===== config.mk =====
export PLATFORM = sky130hd
export DESIGN_NAME = cvrc_top
export DESIGN_NICKNAME = d
export VERILOG_FILES = /design/src/cvrc_pkg.sv /design/src/cvrc_top.sv
export SDC_FILE = /design/constraint.sdc
export NUM_CORES = 1
export LEC_CHECK = 0
export BUFFER_PORTS_ARGS = -buffer_cell sky130_fd_sc_hd__buf_2
export CAP_MARGIN = 15
export CORE_MARGIN = 2
export CORE_UTILIZATION = 51
export DETAILED_ROUTE_END_ITERATION = 10
export PLACE_DENSITY = 0.75
export SETUP_SLACK_MARGIN = 0.05
export SLEW_MARGIN = 10
export SYNTH_ARGS = -nofsm -noshare
export SYNTH_HDL_FRONTEND = slang
export SYNTH_SLANG_ARGS = --single-unit
export TNS_END_PERCENT = 100

===== constraint.sdc =====
create_clock -name clock -period 1.9 [get_ports clock]
set_input_delay 0.475 -clock clock [delete_from_list [all_inputs] [get_ports clock]]
set_output_delay 0.475 -clock clock [all_outputs]
set_load 0.01 [all_outputs]

===== src/cvrc_pkg.sv =====
// Constants and register map of the comparator and reference control block
// What this block does
// - Comparator results sit read-only at control bits 7:6; writes ignored.
// - Mode 110 routes raw comparator results to the two result pins.
// - Direction bits still enable the result pin drivers in mode 110.
// - Port data reads return zero on pins used as analog inputs.
// - Change of either comparator result sets the change flag, bit 6.
// - Interrupt request needs comparator, peripheral and global enables all set.
// - Any read or write of comparator control refreshes the stored result copy.
// - Persisting mismatch keeps setting the flag; clearing works after refresh.
// - Active comparators and their interrupt keep working in sleep, waking.
// - Mode 111 powers both comparators off.
// - Wake from sleep leaves comparator control unchanged.
// - Reset forces comparator control to zero, mode 000, pins 0..3 analog.
// - Comparators stay powered down throughout reset.
// - Reference control bit 7 powers the ladder up or down.
// - Reference control bit 6 connects the reference to its pin.
// - Reference control bit 5 selects low range when 1, high when 0.
// - Low range tap equals level over 24 of supply.
// - High range tap equals quarter supply plus level over 32.
// - Level field bits 3:0 picks 16 levels; bit 4 reads zero.
// - Result bit is 1 when positive input exceeds negative input.
// - Mode 010 feeds the internal reference to both positive inputs.
// - Reference drives its pin only with direction input and pin drive set.
package cvrc_pkg;
	// ******************************************************
	// Register offsets
	// ******************************************************
	localparam logic [7:0] cvrc_addr_intctl    = 8'h0b;
	localparam logic [7:0] cvrc_addr_intctl_hi = 8'h8b;
	localparam logic [7:0] cvrc_addr_flags     = 8'h0c;
	localparam logic [7:0] cvrc_addr_cmp       = 8'h1f;
	localparam logic [7:0] cvrc_addr_port_data = 8'h05;
	localparam logic [7:0] cvrc_addr_port_dir  = 8'h85;
	localparam logic [7:0] cvrc_addr_enables   = 8'h8c;
	localparam logic [7:0] cvrc_addr_ref       = 8'h9f;
	// ******************************************************
	// Reset values and masks
	// ******************************************************
	localparam logic [7:0] cvrc_rst_zero   = 8'h00;
	localparam logic [5:0] cvrc_rst_port_dir = 6'h3f;
	localparam logic [7:0] cvrc_ref_mask   = 8'hef;
	// ******************************************************
	// Field positions
	// ******************************************************
	localparam int cvrc_bit_c1      = 6;
	localparam int cvrc_bit_c2      = 7;
	localparam int cvrc_bit_in_switch = 3;
	localparam int cvrc_bit_flag      = 6;
	localparam int cvrc_bit_global_en = 7;
	localparam int cvrc_bit_periph_en = 6;
	localparam int cvrc_bit_ren     = 7;
	localparam int cvrc_bit_roe     = 6;
	localparam int cvrc_bit_rr      = 5;
	localparam int cvrc_pin_ref     = 2;
	localparam int cvrc_pin_r1      = 3;
	localparam int cvrc_pin_r2      = 4;
	// ******************************************************
	// Modes
	// ******************************************************
	localparam logic [2:0] cvrc_mode_reset   = 3'h0;
	localparam logic [2:0] cvrc_mode_intref  = 3'h2;
	localparam logic [2:0] cvrc_mode_outpins = 3'h6;
	localparam logic [2:0] cvrc_mode_off     = 3'h7;
	// Ladder: low range k/24, high range 8/32 + k/32, as numerator over denominator
	localparam logic [5:0] cvrc_low_den   = 6'h18;
	localparam logic [5:0] cvrc_high_den  = 6'h20;
	localparam logic [5:0] cvrc_high_base = 6'h08;
endpackage : cvrc_pkg


===== src/cvrc_top.sv =====
// Comparator and voltage reference control logic
`timescale 1ns/1ps
`default_nettype none
module cvrc_top
(
	input  wire logic       clock,
	input  wire logic       rst,
	input  wire logic [7:0] addr,
	input  wire logic [7:0] wdata,
	input  wire logic       wr,
	input  wire logic       rd,
	output var  logic [7:0] rdata,
	input  wire logic       cmp1_raw,
	input  wire logic       cmp2_raw,
	input  wire logic [5:0] pin_in,
	input  wire logic [5:0] port_out_data,
	input  wire logic       sleeping,
	output var  logic       irq_request,
	output var  logic       wake_request,
	output var  logic       cmp1_power,
	output var  logic       cmp2_power,
	output var  logic [2:0] comparator_mode_field,
	output var  logic       input_switch_select,
	output var  logic       intref_to_positive,
	output var  logic [5:0] analog_pin_mask,
	output var  logic       first_result_pin_out,
	output var  logic       first_result_pin_oe_n,
	output var  logic       second_result_pin_out,
	output var  logic       second_result_pin_oe_n,
	output var  logic       reference_power_on,
	output var  logic       reference_to_pin,
	output var  logic       reference_range_select,
	output var  logic [3:0] reference_level_field,
	output var  logic [5:0] tap_numerator,
	output var  logic [5:0] tap_denominator
);
	// ******************************************************
	// Registers
	// ******************************************************
	logic [3:0] cmp_ctl;
	logic [7:0] intctl;
	logic       comparator_change_flag;
	logic       comparator_irq_enable;
	logic [5:0] port_a_direction;
	logic [7:0] refctl;
	logic [1:0] sync1;
	logic [1:0] sync2;
	logic [1:0] stored;
	logic [5:0] pin_s1;
	logic [5:0] pin_s2;
	logic       hit_cmp;
	logic       mismatch;
	logic [2:0] next_mode;
	logic [5:0] next_analog;

	function automatic logic [5:0] analog_of(input logic [2:0] m);
		// Pins 0..3 are comparator inputs except when comparators are off
		if (m == cvrc_pkg::cvrc_mode_off)
			analog_of = 6'h00;
		else
			analog_of = 6'h0f;
	endfunction : analog_of

	assign hit_cmp   = (addr == cvrc_pkg::cvrc_addr_cmp) && (wr || rd);
	assign mismatch  = (sync2 != stored);
	assign next_mode = cmp_ctl[2:0];
	assign next_analog = analog_of(next_mode);

	// ******************************************************
	// Synchronisers
	// ******************************************************
	always_ff @(posedge clock)
	begin
		sync1 <= {cmp2_raw, cmp1_raw};
		sync2 <= sync1;
		pin_s1 <= pin_in;
		pin_s2 <= pin_s1;
	end

	// ******************************************************
	// Register writes
	// ******************************************************
	always_ff @(posedge clock)
	begin
		if (rst)
		begin
			cmp_ctl <= 4'h0;
			intctl <= cvrc_pkg::cvrc_rst_zero;
			comparator_irq_enable <= 1'b0;
			port_a_direction <= cvrc_pkg::cvrc_rst_port_dir;
			refctl <= cvrc_pkg::cvrc_rst_zero;
		end
		else if (wr)
		begin
			case (addr)
				cvrc_pkg::cvrc_addr_cmp: cmp_ctl <= wdata[3:0];
				cvrc_pkg::cvrc_addr_intctl, cvrc_pkg::cvrc_addr_intctl_hi: intctl <= wdata;
				cvrc_pkg::cvrc_addr_enables: comparator_irq_enable <= wdata[cvrc_pkg::cvrc_bit_flag];
				cvrc_pkg::cvrc_addr_port_dir: port_a_direction <= wdata[5:0];
				cvrc_pkg::cvrc_addr_ref: refctl <= wdata & cvrc_pkg::cvrc_ref_mask;
				default: ;
			endcase
		end
	end

	// ******************************************************
	// Change detect
	// ******************************************************
	always_ff @(posedge clock)
	begin
		if (rst)
			stored <= 2'h0;
		else if (hit_cmp)
			stored <= sync2;
	end

	// Set wins over a software clear in the same cycle
	always_ff @(posedge clock)
	begin
		if (rst)
			comparator_change_flag <= 1'b0;
		else if (mismatch)
			comparator_change_flag <= 1'b1;
		else if (wr && addr == cvrc_pkg::cvrc_addr_flags)
			comparator_change_flag <= wdata[cvrc_pkg::cvrc_bit_flag];
	end

	// ******************************************************
	// Read data
	// ******************************************************
	always_ff @(posedge clock)
	begin
		if (rst)
			rdata <= cvrc_pkg::cvrc_rst_zero;
		else if (rd)
		begin
			case (addr)
				cvrc_pkg::cvrc_addr_cmp: rdata <= {sync2[1], sync2[0], 2'h0, cmp_ctl};
				cvrc_pkg::cvrc_addr_intctl, cvrc_pkg::cvrc_addr_intctl_hi: rdata <= intctl;
				cvrc_pkg::cvrc_addr_flags: rdata <= {1'b0, comparator_change_flag, 6'h00};
				cvrc_pkg::cvrc_addr_enables: rdata <= {1'b0, comparator_irq_enable, 6'h00};
				cvrc_pkg::cvrc_addr_port_dir: rdata <= {2'h0, port_a_direction};
				cvrc_pkg::cvrc_addr_port_data: rdata <= {2'h0, pin_s2 & ~next_analog};
				cvrc_pkg::cvrc_addr_ref: rdata <= refctl;
				default: rdata <= cvrc_pkg::cvrc_rst_zero;
			endcase
		end
		else
			rdata <= cvrc_pkg::cvrc_rst_zero;
	end

	// ******************************************************
	// Interrupt and power
	// ******************************************************
	always_ff @(posedge clock)
	begin
		if (rst)
		begin
			irq_request <= 1'b0;
			wake_request <= 1'b0;
			cmp1_power <= 1'b0;
			cmp2_power <= 1'b0;
		end
		else
		begin
			irq_request <= comparator_change_flag && comparator_irq_enable
				&& intctl[cvrc_pkg::cvrc_bit_periph_en] && intctl[cvrc_pkg::cvrc_bit_global_en];
			// Wake needs only the local enable; sleep does not gate the comparators
			wake_request <= sleeping && comparator_change_flag && comparator_irq_enable;
			cmp1_power <= (next_mode != cvrc_pkg::cvrc_mode_off);
			cmp2_power <= (next_mode != cvrc_pkg::cvrc_mode_off);
		end
	end

	// ******************************************************
	// Mode and pin outputs
	// ******************************************************
	always_ff @(posedge clock)
	begin
		if (rst)
		begin
			comparator_mode_field <= cvrc_pkg::cvrc_mode_reset;
			input_switch_select <= 1'b0;
			intref_to_positive <= 1'b0;
			analog_pin_mask <= 6'h0f;
			first_result_pin_out <= 1'b0;
			second_result_pin_out <= 1'b0;
			first_result_pin_oe_n <= 1'b1;
			second_result_pin_oe_n <= 1'b1;
			reference_to_pin <= 1'b0;
		end
		else
		begin
			comparator_mode_field <= next_mode;
			input_switch_select <= cmp_ctl[cvrc_pkg::cvrc_bit_in_switch];
			intref_to_positive <= (next_mode == cvrc_pkg::cvrc_mode_intref);
			analog_pin_mask <= next_analog;
			// Raw path is unsynchronised by intent; it is a mux data input into a single output register
			if (next_mode == cvrc_pkg::cvrc_mode_outpins)
			begin
				first_result_pin_out <= cmp1_raw;
				second_result_pin_out <= cmp2_raw;
			end
			else
			begin
				first_result_pin_out <= port_out_data[cvrc_pkg::cvrc_pin_r1];
				second_result_pin_out <= port_out_data[cvrc_pkg::cvrc_pin_r2];
			end
			first_result_pin_oe_n <= port_a_direction[cvrc_pkg::cvrc_pin_r1];
			second_result_pin_oe_n <= port_a_direction[cvrc_pkg::cvrc_pin_r2];
			reference_to_pin <= refctl[cvrc_pkg::cvrc_bit_roe]
				&& port_a_direction[cvrc_pkg::cvrc_pin_ref];
		end
	end

	// ******************************************************
	// Reference ladder
	// ******************************************************
	always_ff @(posedge clock)
	begin
		if (rst)
		begin
			reference_power_on <= 1'b0;
			reference_range_select <= 1'b0;
			reference_level_field <= 4'h0;
			tap_numerator <= cvrc_pkg::cvrc_high_base;
			tap_denominator <= cvrc_pkg::cvrc_high_den;
		end
		else
		begin
			reference_power_on <= refctl[cvrc_pkg::cvrc_bit_ren];
			reference_range_select <= refctl[cvrc_pkg::cvrc_bit_rr];
			reference_level_field <= refctl[3:0];
			if (refctl[cvrc_pkg::cvrc_bit_rr])
			begin
				tap_numerator <= {2'h0, refctl[3:0]};
				tap_denominator <= cvrc_pkg::cvrc_low_den;
			end
			else
			begin
				tap_numerator <= cvrc_pkg::cvrc_high_base + {2'h0, refctl[3:0]};
				tap_denominator <= cvrc_pkg::cvrc_high_den;
			end
		end
	end

	// ******************************************************
	// Checks
	// ******************************************************
	a_flag_on_mismatch: assert property (@(posedge clock) disable iff (rst)
		mismatch |=> comparator_change_flag)
		else $error("flag not set on mismatch");

	a_flag_holds: assert property (@(posedge clock) disable iff (rst)
		comparator_change_flag && !(wr && addr == cvrc_pkg::cvrc_addr_flags) |=> comparator_change_flag)
		else $error("flag cleared by itself");

	// A clear only sticks once the stored copy matches the results again
	a_flag_clear: assert property (@(posedge clock) disable iff (rst)
		!mismatch && wr && addr == cvrc_pkg::cvrc_addr_flags && !wdata[cvrc_pkg::cvrc_bit_flag]
		|=> !comparator_change_flag)
		else $error("flag clear lost");

	a_refresh_copy: assert property (@(posedge clock) disable iff (rst)
		hit_cmp |=> stored == $past(sync2))
		else $error("copy not refreshed");

	a_irq_gate: assert property (@(posedge clock) disable iff (rst)
		irq_request |-> $past(comparator_irq_enable && intctl[cvrc_pkg::cvrc_bit_global_en]
			&& intctl[cvrc_pkg::cvrc_bit_periph_en]))
		else $error("irq without enables");

	a_irq_raise: assert property (@(posedge clock) disable iff (rst)
		comparator_change_flag && comparator_irq_enable && intctl[cvrc_pkg::cvrc_bit_global_en]
		&& intctl[cvrc_pkg::cvrc_bit_periph_en] |=> irq_request)
		else $error("irq missing");

	a_wake_gate: assert property (@(posedge clock) disable iff (rst)
		wake_request |-> $past(sleeping && comparator_change_flag && comparator_irq_enable))
		else $error("wake without cause");

	a_power_active: assert property (@(posedge clock) disable iff (rst)
		next_mode != cvrc_pkg::cvrc_mode_off |=> cmp1_power && cmp2_power)
		else $error("active comparator unpowered");

	a_mode_off: assert property (@(posedge clock) disable iff (rst)
		next_mode == cvrc_pkg::cvrc_mode_off |=> !cmp1_power && !cmp2_power)
		else $error("comparators on in off mode");

	a_ctl_unchanged: assert property (@(posedge clock) disable iff (rst)
		!(wr && addr == cvrc_pkg::cvrc_addr_cmp) |=> cmp_ctl == $past(cmp_ctl))
		else $error("control changed without write");

	a_ctl_write: assert property (@(posedge clock) disable iff (rst)
		wr && addr == cvrc_pkg::cvrc_addr_cmp |=> cmp_ctl == $past(wdata[3:0]))
		else $error("control write lost");

	a_read_result: assert property (@(posedge clock) disable iff (rst)
		rd && addr == cvrc_pkg::cvrc_addr_cmp |=> rdata[7:6] == $past(sync2))
		else $error("result bits wrong");

	a_raw_to_pins: assert property (@(posedge clock) disable iff (rst)
		next_mode == cvrc_pkg::cvrc_mode_outpins |=> first_result_pin_out == $past(cmp1_raw)
			&& second_result_pin_out == $past(cmp2_raw))
		else $error("result pins not raw");

	a_dir_to_oe: assert property (@(posedge clock) disable iff (rst)
		1'b1 |=> first_result_pin_oe_n == $past(port_a_direction[cvrc_pkg::cvrc_pin_r1])
			&& second_result_pin_oe_n == $past(port_a_direction[cvrc_pkg::cvrc_pin_r2]))
		else $error("pin enable not from direction");

	a_port_masked: assert property (@(posedge clock) disable iff (rst)
		rd && addr == cvrc_pkg::cvrc_addr_port_data |=> (rdata[5:0] & $past(next_analog)) == 6'h00)
		else $error("analog pin read nonzero");

	a_ref_pin: assert property (@(posedge clock) disable iff (rst)
		reference_to_pin |-> $past(port_a_direction[cvrc_pkg::cvrc_pin_ref] && refctl[cvrc_pkg::cvrc_bit_roe]))
		else $error("reference on output pin");

	a_ref_fields: assert property (@(posedge clock) disable iff (rst)
		1'b1 |=> reference_power_on == $past(refctl[cvrc_pkg::cvrc_bit_ren])
			&& reference_range_select == $past(refctl[cvrc_pkg::cvrc_bit_rr])
			&& reference_level_field == $past(refctl[3:0]))
		else $error("reference fields wrong");

	a_ref_spare_bit: assert property (@(posedge clock) disable iff (rst)
		(refctl & ~cvrc_pkg::cvrc_ref_mask) == 8'h00)
		else $error("spare reference bit set");

	a_low_range: assert property (@(posedge clock) disable iff (rst)
		refctl[cvrc_pkg::cvrc_bit_rr] |=> tap_denominator == cvrc_pkg::cvrc_low_den
			&& tap_numerator == {2'h0, $past(refctl[3:0])})
		else $error("low range tap");

	a_high_range: assert property (@(posedge clock) disable iff (rst)
		!refctl[cvrc_pkg::cvrc_bit_rr] |=> tap_denominator == cvrc_pkg::cvrc_high_den
			&& tap_numerator == cvrc_pkg::cvrc_high_base + {2'h0, $past(refctl[3:0])})
		else $error("high range tap");

	a_intref_mode: assert property (@(posedge clock) disable iff (rst)
		1'b1 |=> intref_to_positive == ($past(next_mode) == cvrc_pkg::cvrc_mode_intref))
		else $error("internal reference routing");

	a_reset_mode: assert property (@(posedge clock)
		rst |=> comparator_mode_field == cvrc_pkg::cvrc_mode_reset && !cmp1_power && !cmp2_power)
		else $error("reset state wrong");

	c_flag_set: cover property (@(posedge clock) disable iff (rst) mismatch ##1 comparator_change_flag);
	c_irq: cover property (@(posedge clock) disable iff (rst) irq_request);
	c_outpins: cover property (@(posedge clock) disable iff (rst) next_mode == cvrc_pkg::cvrc_mode_outpins);
	c_wake: cover property (@(posedge clock) disable iff (rst) wake_request);
endmodule : cvrc_top
`default_nettype wire

==> impl_metrics.tcl, run 1 <==
set metrics [dict create \
    reg2reg_from "cmp_ctl[0]$_SDFFE_PP0P_" \
    drive_above_1_share_pct 35.3 \
    area.growth.synth_to_final_pct 22.1 \
    yosys.cell_types.count 47 \
    worstSetupPathType "in2reg" \
    place_area_sq_um 3250 \
    arrival_ps 1700 \
    critPathBufInv 2 \
    vias_per_cell 5.02 \
    multiInputGateArea_sq_um 1140 \
    min_to "pin_s1[0]$_DFF_P_" \
    r2r_end "rdata[2]$_SDFF_PP0_" \
    clock_skew_ps 7.84 \
    cp.depth 5 \
    synth_top_area_cell "dfxtp_1" \
    die_w_um 78.7 \
    root_buffer "clkbuf_8" \
    rsz0062_at_grt "no" \
    fmax_mhz 682 \
    status "completed" \
    wirelength_um 5820 \
    synth_warnings 0 \
    firstDrtPassIters 4 \
    cts_made_buffers 9 \
    place_congestion 0.799 \
    start_util_pct 52.4 \
    finalCriticalPeriod_ps 1470 \
    cts_resized 0 \
    setup_tns_ps 0 \
    antenna_cells 0 \
    overflow 0 \
    timing.hold.ws_ps 221 \
    synth_area_sq_um 2850 \
    core-area_sq_um 5440 \
    drv_cap 0 \
    postCtsSetupRepairBufs 0 \
    crit_chain "buf_2 > nand4bb_2 > nor3_4 > buf_4 > mux2_2" \
    ir_drop_uv 601 \
    h-tree-depth 3 \
    postSynthCellCount 260 \
    r2r.worst_path.cells 4 \
    cts_tree "yes" \
    cpMaxStageDelayCell "nand4bb_2" \
    cp-end-kind "register" \
    antenna_found_initial 0 \
    final_area_sq_um 3480 \
    dpl.hpwl_um 4150 \
    ys_seq_area_share_pct 53.4 \
    die_area_sq_um 6200 \
    die_y_um 78.7 \
    hold_path.class "in2reg" \
    clkSinkCount 76 \
    cp-start-kind "input port" \
    drtIter0Drc 81 \
    clkTransAtPathRegs_ps 80 \
    dp_cells 393 \
    grt_pass1_wl_um 9260 \
    min_period_over_period_pct 77.2 \
    critPathMaxStageDelay_ps 350 \
    p_leak_nw 1.61 \
    drv_slew 0 \
    hold_violations 0 \
    min_from "pin_in[0]" \
    power_w 0.00313 \
    path_max_fanout 5 \
    r2r_slack_ps 580 \
    ant_nets 0 \
    crit_family "simple AND/OR/NAND/NOR gates" \
    io_pins 81 \
    vias 2055 \
    regArea_sq_um 1520 \
    ys_ff_latch 76 \
    cp_data_required_time_ps 2140 \
    hold-path-cell-count 1 \
    portBuffers 70 \
    p_per_area_nw_per_um2 901 \
    grt_usage_pct 20.0 \
    finalSetupViolations 0 \
    clockBufferDepth 2 \
    synth.avg_cell_area_sq_um 11.0 \
    ys.flop_type "dfxtp_1" \
    yosys-top-cells-area "dfxtp_1, mux2i_1, mux2_2" \
    cts_hold_buf 0 \
    synth-edff-count 0 \
    stdcell_count 409 \
    num_rows 27 \
    grt_start_max_net_pins 20 \
    clk_latency_ps 350 \
    grt_pass1_vias 1962 \
    synthArstFlopShare_pct 0 \
    yosysTopAreaCellShare_pct 53.4 \
    fin_nets 367 \
    drc 0 \
    fill_cells 461 \
    wl_per_cell_um 14.2 \
]
## flip-flops by register name, summed over array words and instances (netlist names), 3 cells and up
register / cells
intctl: 8
rdata: 8
refctl: 7
pin_s1: 6
pin_s2: 6
port_a_direction: 6
cmp_ctl: 4
reference_level_field: 4
comparator_mode_field: 3
## cells in the final DEF, fill, tap and decap left out, drive strengths merged, types with 3 or more instances in the layout
cell type / netlist / layout
clkbuf: 5 / 9
mux2i: 19 / 19
a32oi: 3 / 3
buf: 22 / 83
a22oi: 5 / 5
nand2b: 5 / 5
xnor2: 3 / 3
inv: 8 / 10
nand3: 3 / 3
a211o: 6 / 6
a21oi: 4 / 4
nor2: 30 / 30
mux2: 14 / 14
a32o: 4 / 4
dfxtp: 76 / 76
nor3: 6 / 6
nand3b: 3 / 3
nand2: 8 / 8
nor2b: 11 / 11
conb: 1 / 6
## final cells by class
| cell class | instances | area share (%) |
|---|---|---|
| repair buffers | 83 | 13.6 |
| multi-input cells | 154 | 32.8 |
| flip-flops and latches | 76 | 43.8 |
| inverters | 8 | 0.864 |
| clock buffers | 9 | 3.56 |
| well taps | 72 | 2.59 |
| clock inverters | 7 | 2.84 |
## per-stage QoR
step	util [%]	setup slack, ps
detailed placement	59.8	67.2
CTS	63.9	450
floorplan	-	252
global placement	59.8	93.1
finish	63.9	434
global route	63.9	397
## worst register-to-register path: stages (launching register included)
cell	delay, ps
dfxtp_1	460
and4b_1	230
and3_1	270
a22oi_1	120
a21oi_1	170
## Yosys cell counts (all sizes together) (4+ instances only)
library cell,instances
dfxtp,76
nor2,30
buf,22
mux2i,19
mux2,14
nor2b,11
inv,8
nand2,8
a211o,6
nor3,6
a22oi,5
clkbuf,5
nand2b,5
a21oi,4
a32o,4
## cells by family (layout without fill, tap and decap cells)
| logic type | after synthesis | in the layout | synth area share, % |
|---|---|---|---|
| buf+inv | 35 | 107 | 7.21 |
| other cells | 1 | 6 | 0.132 |
| flops | 76 | 76 | 53.4 |
| xor+xnor | 5 | 5 | 1.54 |
| compound gates | 28 | 28 | 7.56 |
| mux | 33 | 33 | 12.2 |
| simple gates | 82 | 82 | 17.9 |
## power breakdown
part,switching (W),internal [W]
logic,0.0000902,0.0000700
registers,0.00000928,0.00162
clock network,0.000599,0.000748
total,0.000698,0.00243
## how the worst max path moves through the flow
stage,start,end,slack [ps]
floorplan,addr[6],refctl[0]$_SDFFE_PP0P_,250
global placement,addr[6],refctl[2]$_SDFFE_PP0P_,90
detailed placement,addr[6],refctl[0]$_SDFFE_PP0P_,70
CTS,addr[6],refctl[2]$_SDFFE_PP0P_,450
global route,addr[6],refctl[2]$_SDFFE_PP0P_,400
finish,addr[6],refctl[2]$_SDFFE_PP0P_,430
## routing by layer
metal / up-vias / track usage [%] / wire length [um] / share of wire [%]
li1: 1023 / - / - / -
met1: 959 / 22.4 / 2450 / 42
met2: 63 / 34.6 / 2920 / 50
met3: 10 / 6.82 / 347 / 6.0
met4: 0 / 8.25 / 104 / 1.8
met5: - / 0 / 0 / 0
No activity file was read; power rests on OpenSTA's default activity.
==> run 2: changes to the inputs <==
- CORE_UTILIZATION: 51 -> 46
- PLACE_DENSITY: 0.75 -> 0.72
- clock period: 1.9 -> 1.2 ns (I/O delays scaled with it)
==> run 2 against run 1 <==
Worst hold slack worse by 170 ps. Total power up 61%. Via count up 2.4%. Clock-buffer cell count up 2. Register-to-register slack worse by 490 ps.
==> impl_metrics.tcl, run 2 (synthesis gave the netlist of run 1 again) <==
set metrics [dict create \
    core-area_sq_um 5960 \
    fin_nets 383 \
    overflow 0 \
    start_util_pct 47.8 \
    ant_nets 0 \
    r2r_end "rdata[0]$_SDFF_PP0_" \
    clk_latency_ps 350 \
    hold_violations 0 \
    cp_data_required_time_ps 1440 \
    clock_skew_ps 6.28 \
    drv_cap 0 \
    drc 0 \
    grt_usage_pct 19.2 \
    p_leak_nw 1.73 \
    p_per_area_nw_per_um2 1350 \
    ir_drop_uv 1010 \
    die_area_sq_um 6840 \
    power_w 0.00504 \
    dp_cells 412 \
    hold-path-cell-count 1 \
    cp-start-kind "input port" \
    arrival_ps 1370 \
    clkTransAtPathRegs_ps 70 \
    cpMaxStageDelayCell "mux2_4" \
    place_congestion 0.809 \
    path_max_fanout 4 \
    clockBufferDepth 2 \
    die_y_um 82.7 \
    cts_hold_buf 0 \
    wirelength_um 6070 \
    fmax_mhz 883 \
    cts_made_buffers 9 \
    antenna_found_initial 0 \
    cts_tree "yes" \
    hold_path.class "in2reg" \
    place_ws_ps -381 \
    rsz0062_at_grt "yes" \
    min_period_over_period_pct 94.3 \
    dpl.hpwl_um 4290 \
    portBuffers 70 \
    finalCriticalPeriod_ps 1130 \
    reg2reg_from "cmp_ctl[0]$_SDFFE_PP0P_" \
    finalSetupViolations 0 \
    timing.hold.ws_ps 47.7 \
    r2r.worst_path.cells 4 \
    area.growth.synth_to_final_pct 31.3 \
    min_to "pin_s1[2]$_DFF_P_" \
    drtIter0Drc 80 \
    root_buffer "clkbuf_8" \
    grt_pass1_wl_um 9460 \
    clkSinkCount 76 \
    largestRegisters "intctl (8), rdata (8), refctl (7)" \
    io_pins 81 \
    cp-end-kind "register" \
    die_w_um 82.7 \
    drive_above_1_share_pct 42.6 \
    firstDrtPassIters 4 \
    drv_slew 0 \
    vias_per_cell 4.93 \
    r2r_slack_ps 90 \
    critPathMaxStageDelay_ps 290 \
    wl_per_cell_um 14.2 \
    antenna_cells 0 \
    vias 2105 \
    grt_pass1_vias 1944 \
    stdcell_count 427 \
    min_from "pin_in[2]" \
    fin_ws_ps 68.1 \
    crit_chain "buf_2 > nand4bb_4 > nor3_4 > buf_4 > mux2_4" \
    layout_common_cells "dfxtp_1, buf_2, nor2_1, buf_4, mux2i_1" \
    postCtsSetupRepairBufs 0 \
    final_util_pct 62.8 \
    h-tree-depth 3 \
    status "completed" \
    grt_start_max_net_pins 20 \
    num_rows 28 \
    worstSetupPathType "in2reg" \
    final_common_cell "dfxtp_1" \
]
==> run 2: layer usage <==
layer  up-vias  routed length (um)  global-route usage (%)
met5         -                   0                       0
met4         0                  59                    8.52
met3         8                 357                    6.96
met2        61                2830                    29.5
met1       984                2820                    24.1
li1       1052                   -                       -
==> run 2: layout make-up <==
| class | instances | area [sq um] |
|---|---|---|
| fillers | 495 | 2220 |
| inverters | 8 | 30.0 |
| clock inverters | 4 | 72.6 |
| multi-input cells | 154 | 1240 |
| repair buffers | 99 | 621 |
| flip-flops and latches | 76 | 1530 |
| well taps | 75 | 93.8 |
| clock buffers | 11 | 151 |
==> run 2: worst max-delay path: cells and delay by family <==
family                 cells  cell delay [ps]
and+or+nand+nor            2              470
buffers and inverters      2              310
muxes                      1              290
==> run 2: per-stage QoR <==
step / instance area, sq um / TNS (ps)
finish: 3740 / 0
global route: 3740 / 0
CTS: 3670 / 0
detailed placement: 3450 / -10390
global placement: 3450 / -9880
floorplan: 2970 / -1450
==> run 2: report_power, final <==
| group | switching [W] | internal [W] |
|---|---|---|
| logic | 0.000159 | 0.000141 |
| registers | 0.0000150 | 0.00256 |
| clock network | 0.000896 | 0.00127 |
==> run 2: how the worst max path moves through the flow <==
stage                     startpoint                                to  slack, ps
after floorplan              addr[6]            refctl[0]$_SDFFE_PP0P_       -140
after global placement       addr[1]  port_a_direction[5]$_SDFFE_PP1P_       -340
after detailed placement     addr[1]  port_a_direction[1]$_SDFFE_PP1P_       -380
after CTS                    addr[6]            refctl[3]$_SDFFE_PP0P_         70
after global routing         addr[5]               rdata[4]$_SDFF_PP0_         30
final                        addr[5]            refctl[3]$_SDFFE_PP0P_         70
==> run 2: repair_timing <==
| item | in CTS | in global routing |
|---|---|---|
| resized for setup | 2 | 15 |
| pin swaps | 0 | 1 |
| endpoints found under the setup margin | 10 | 34 |
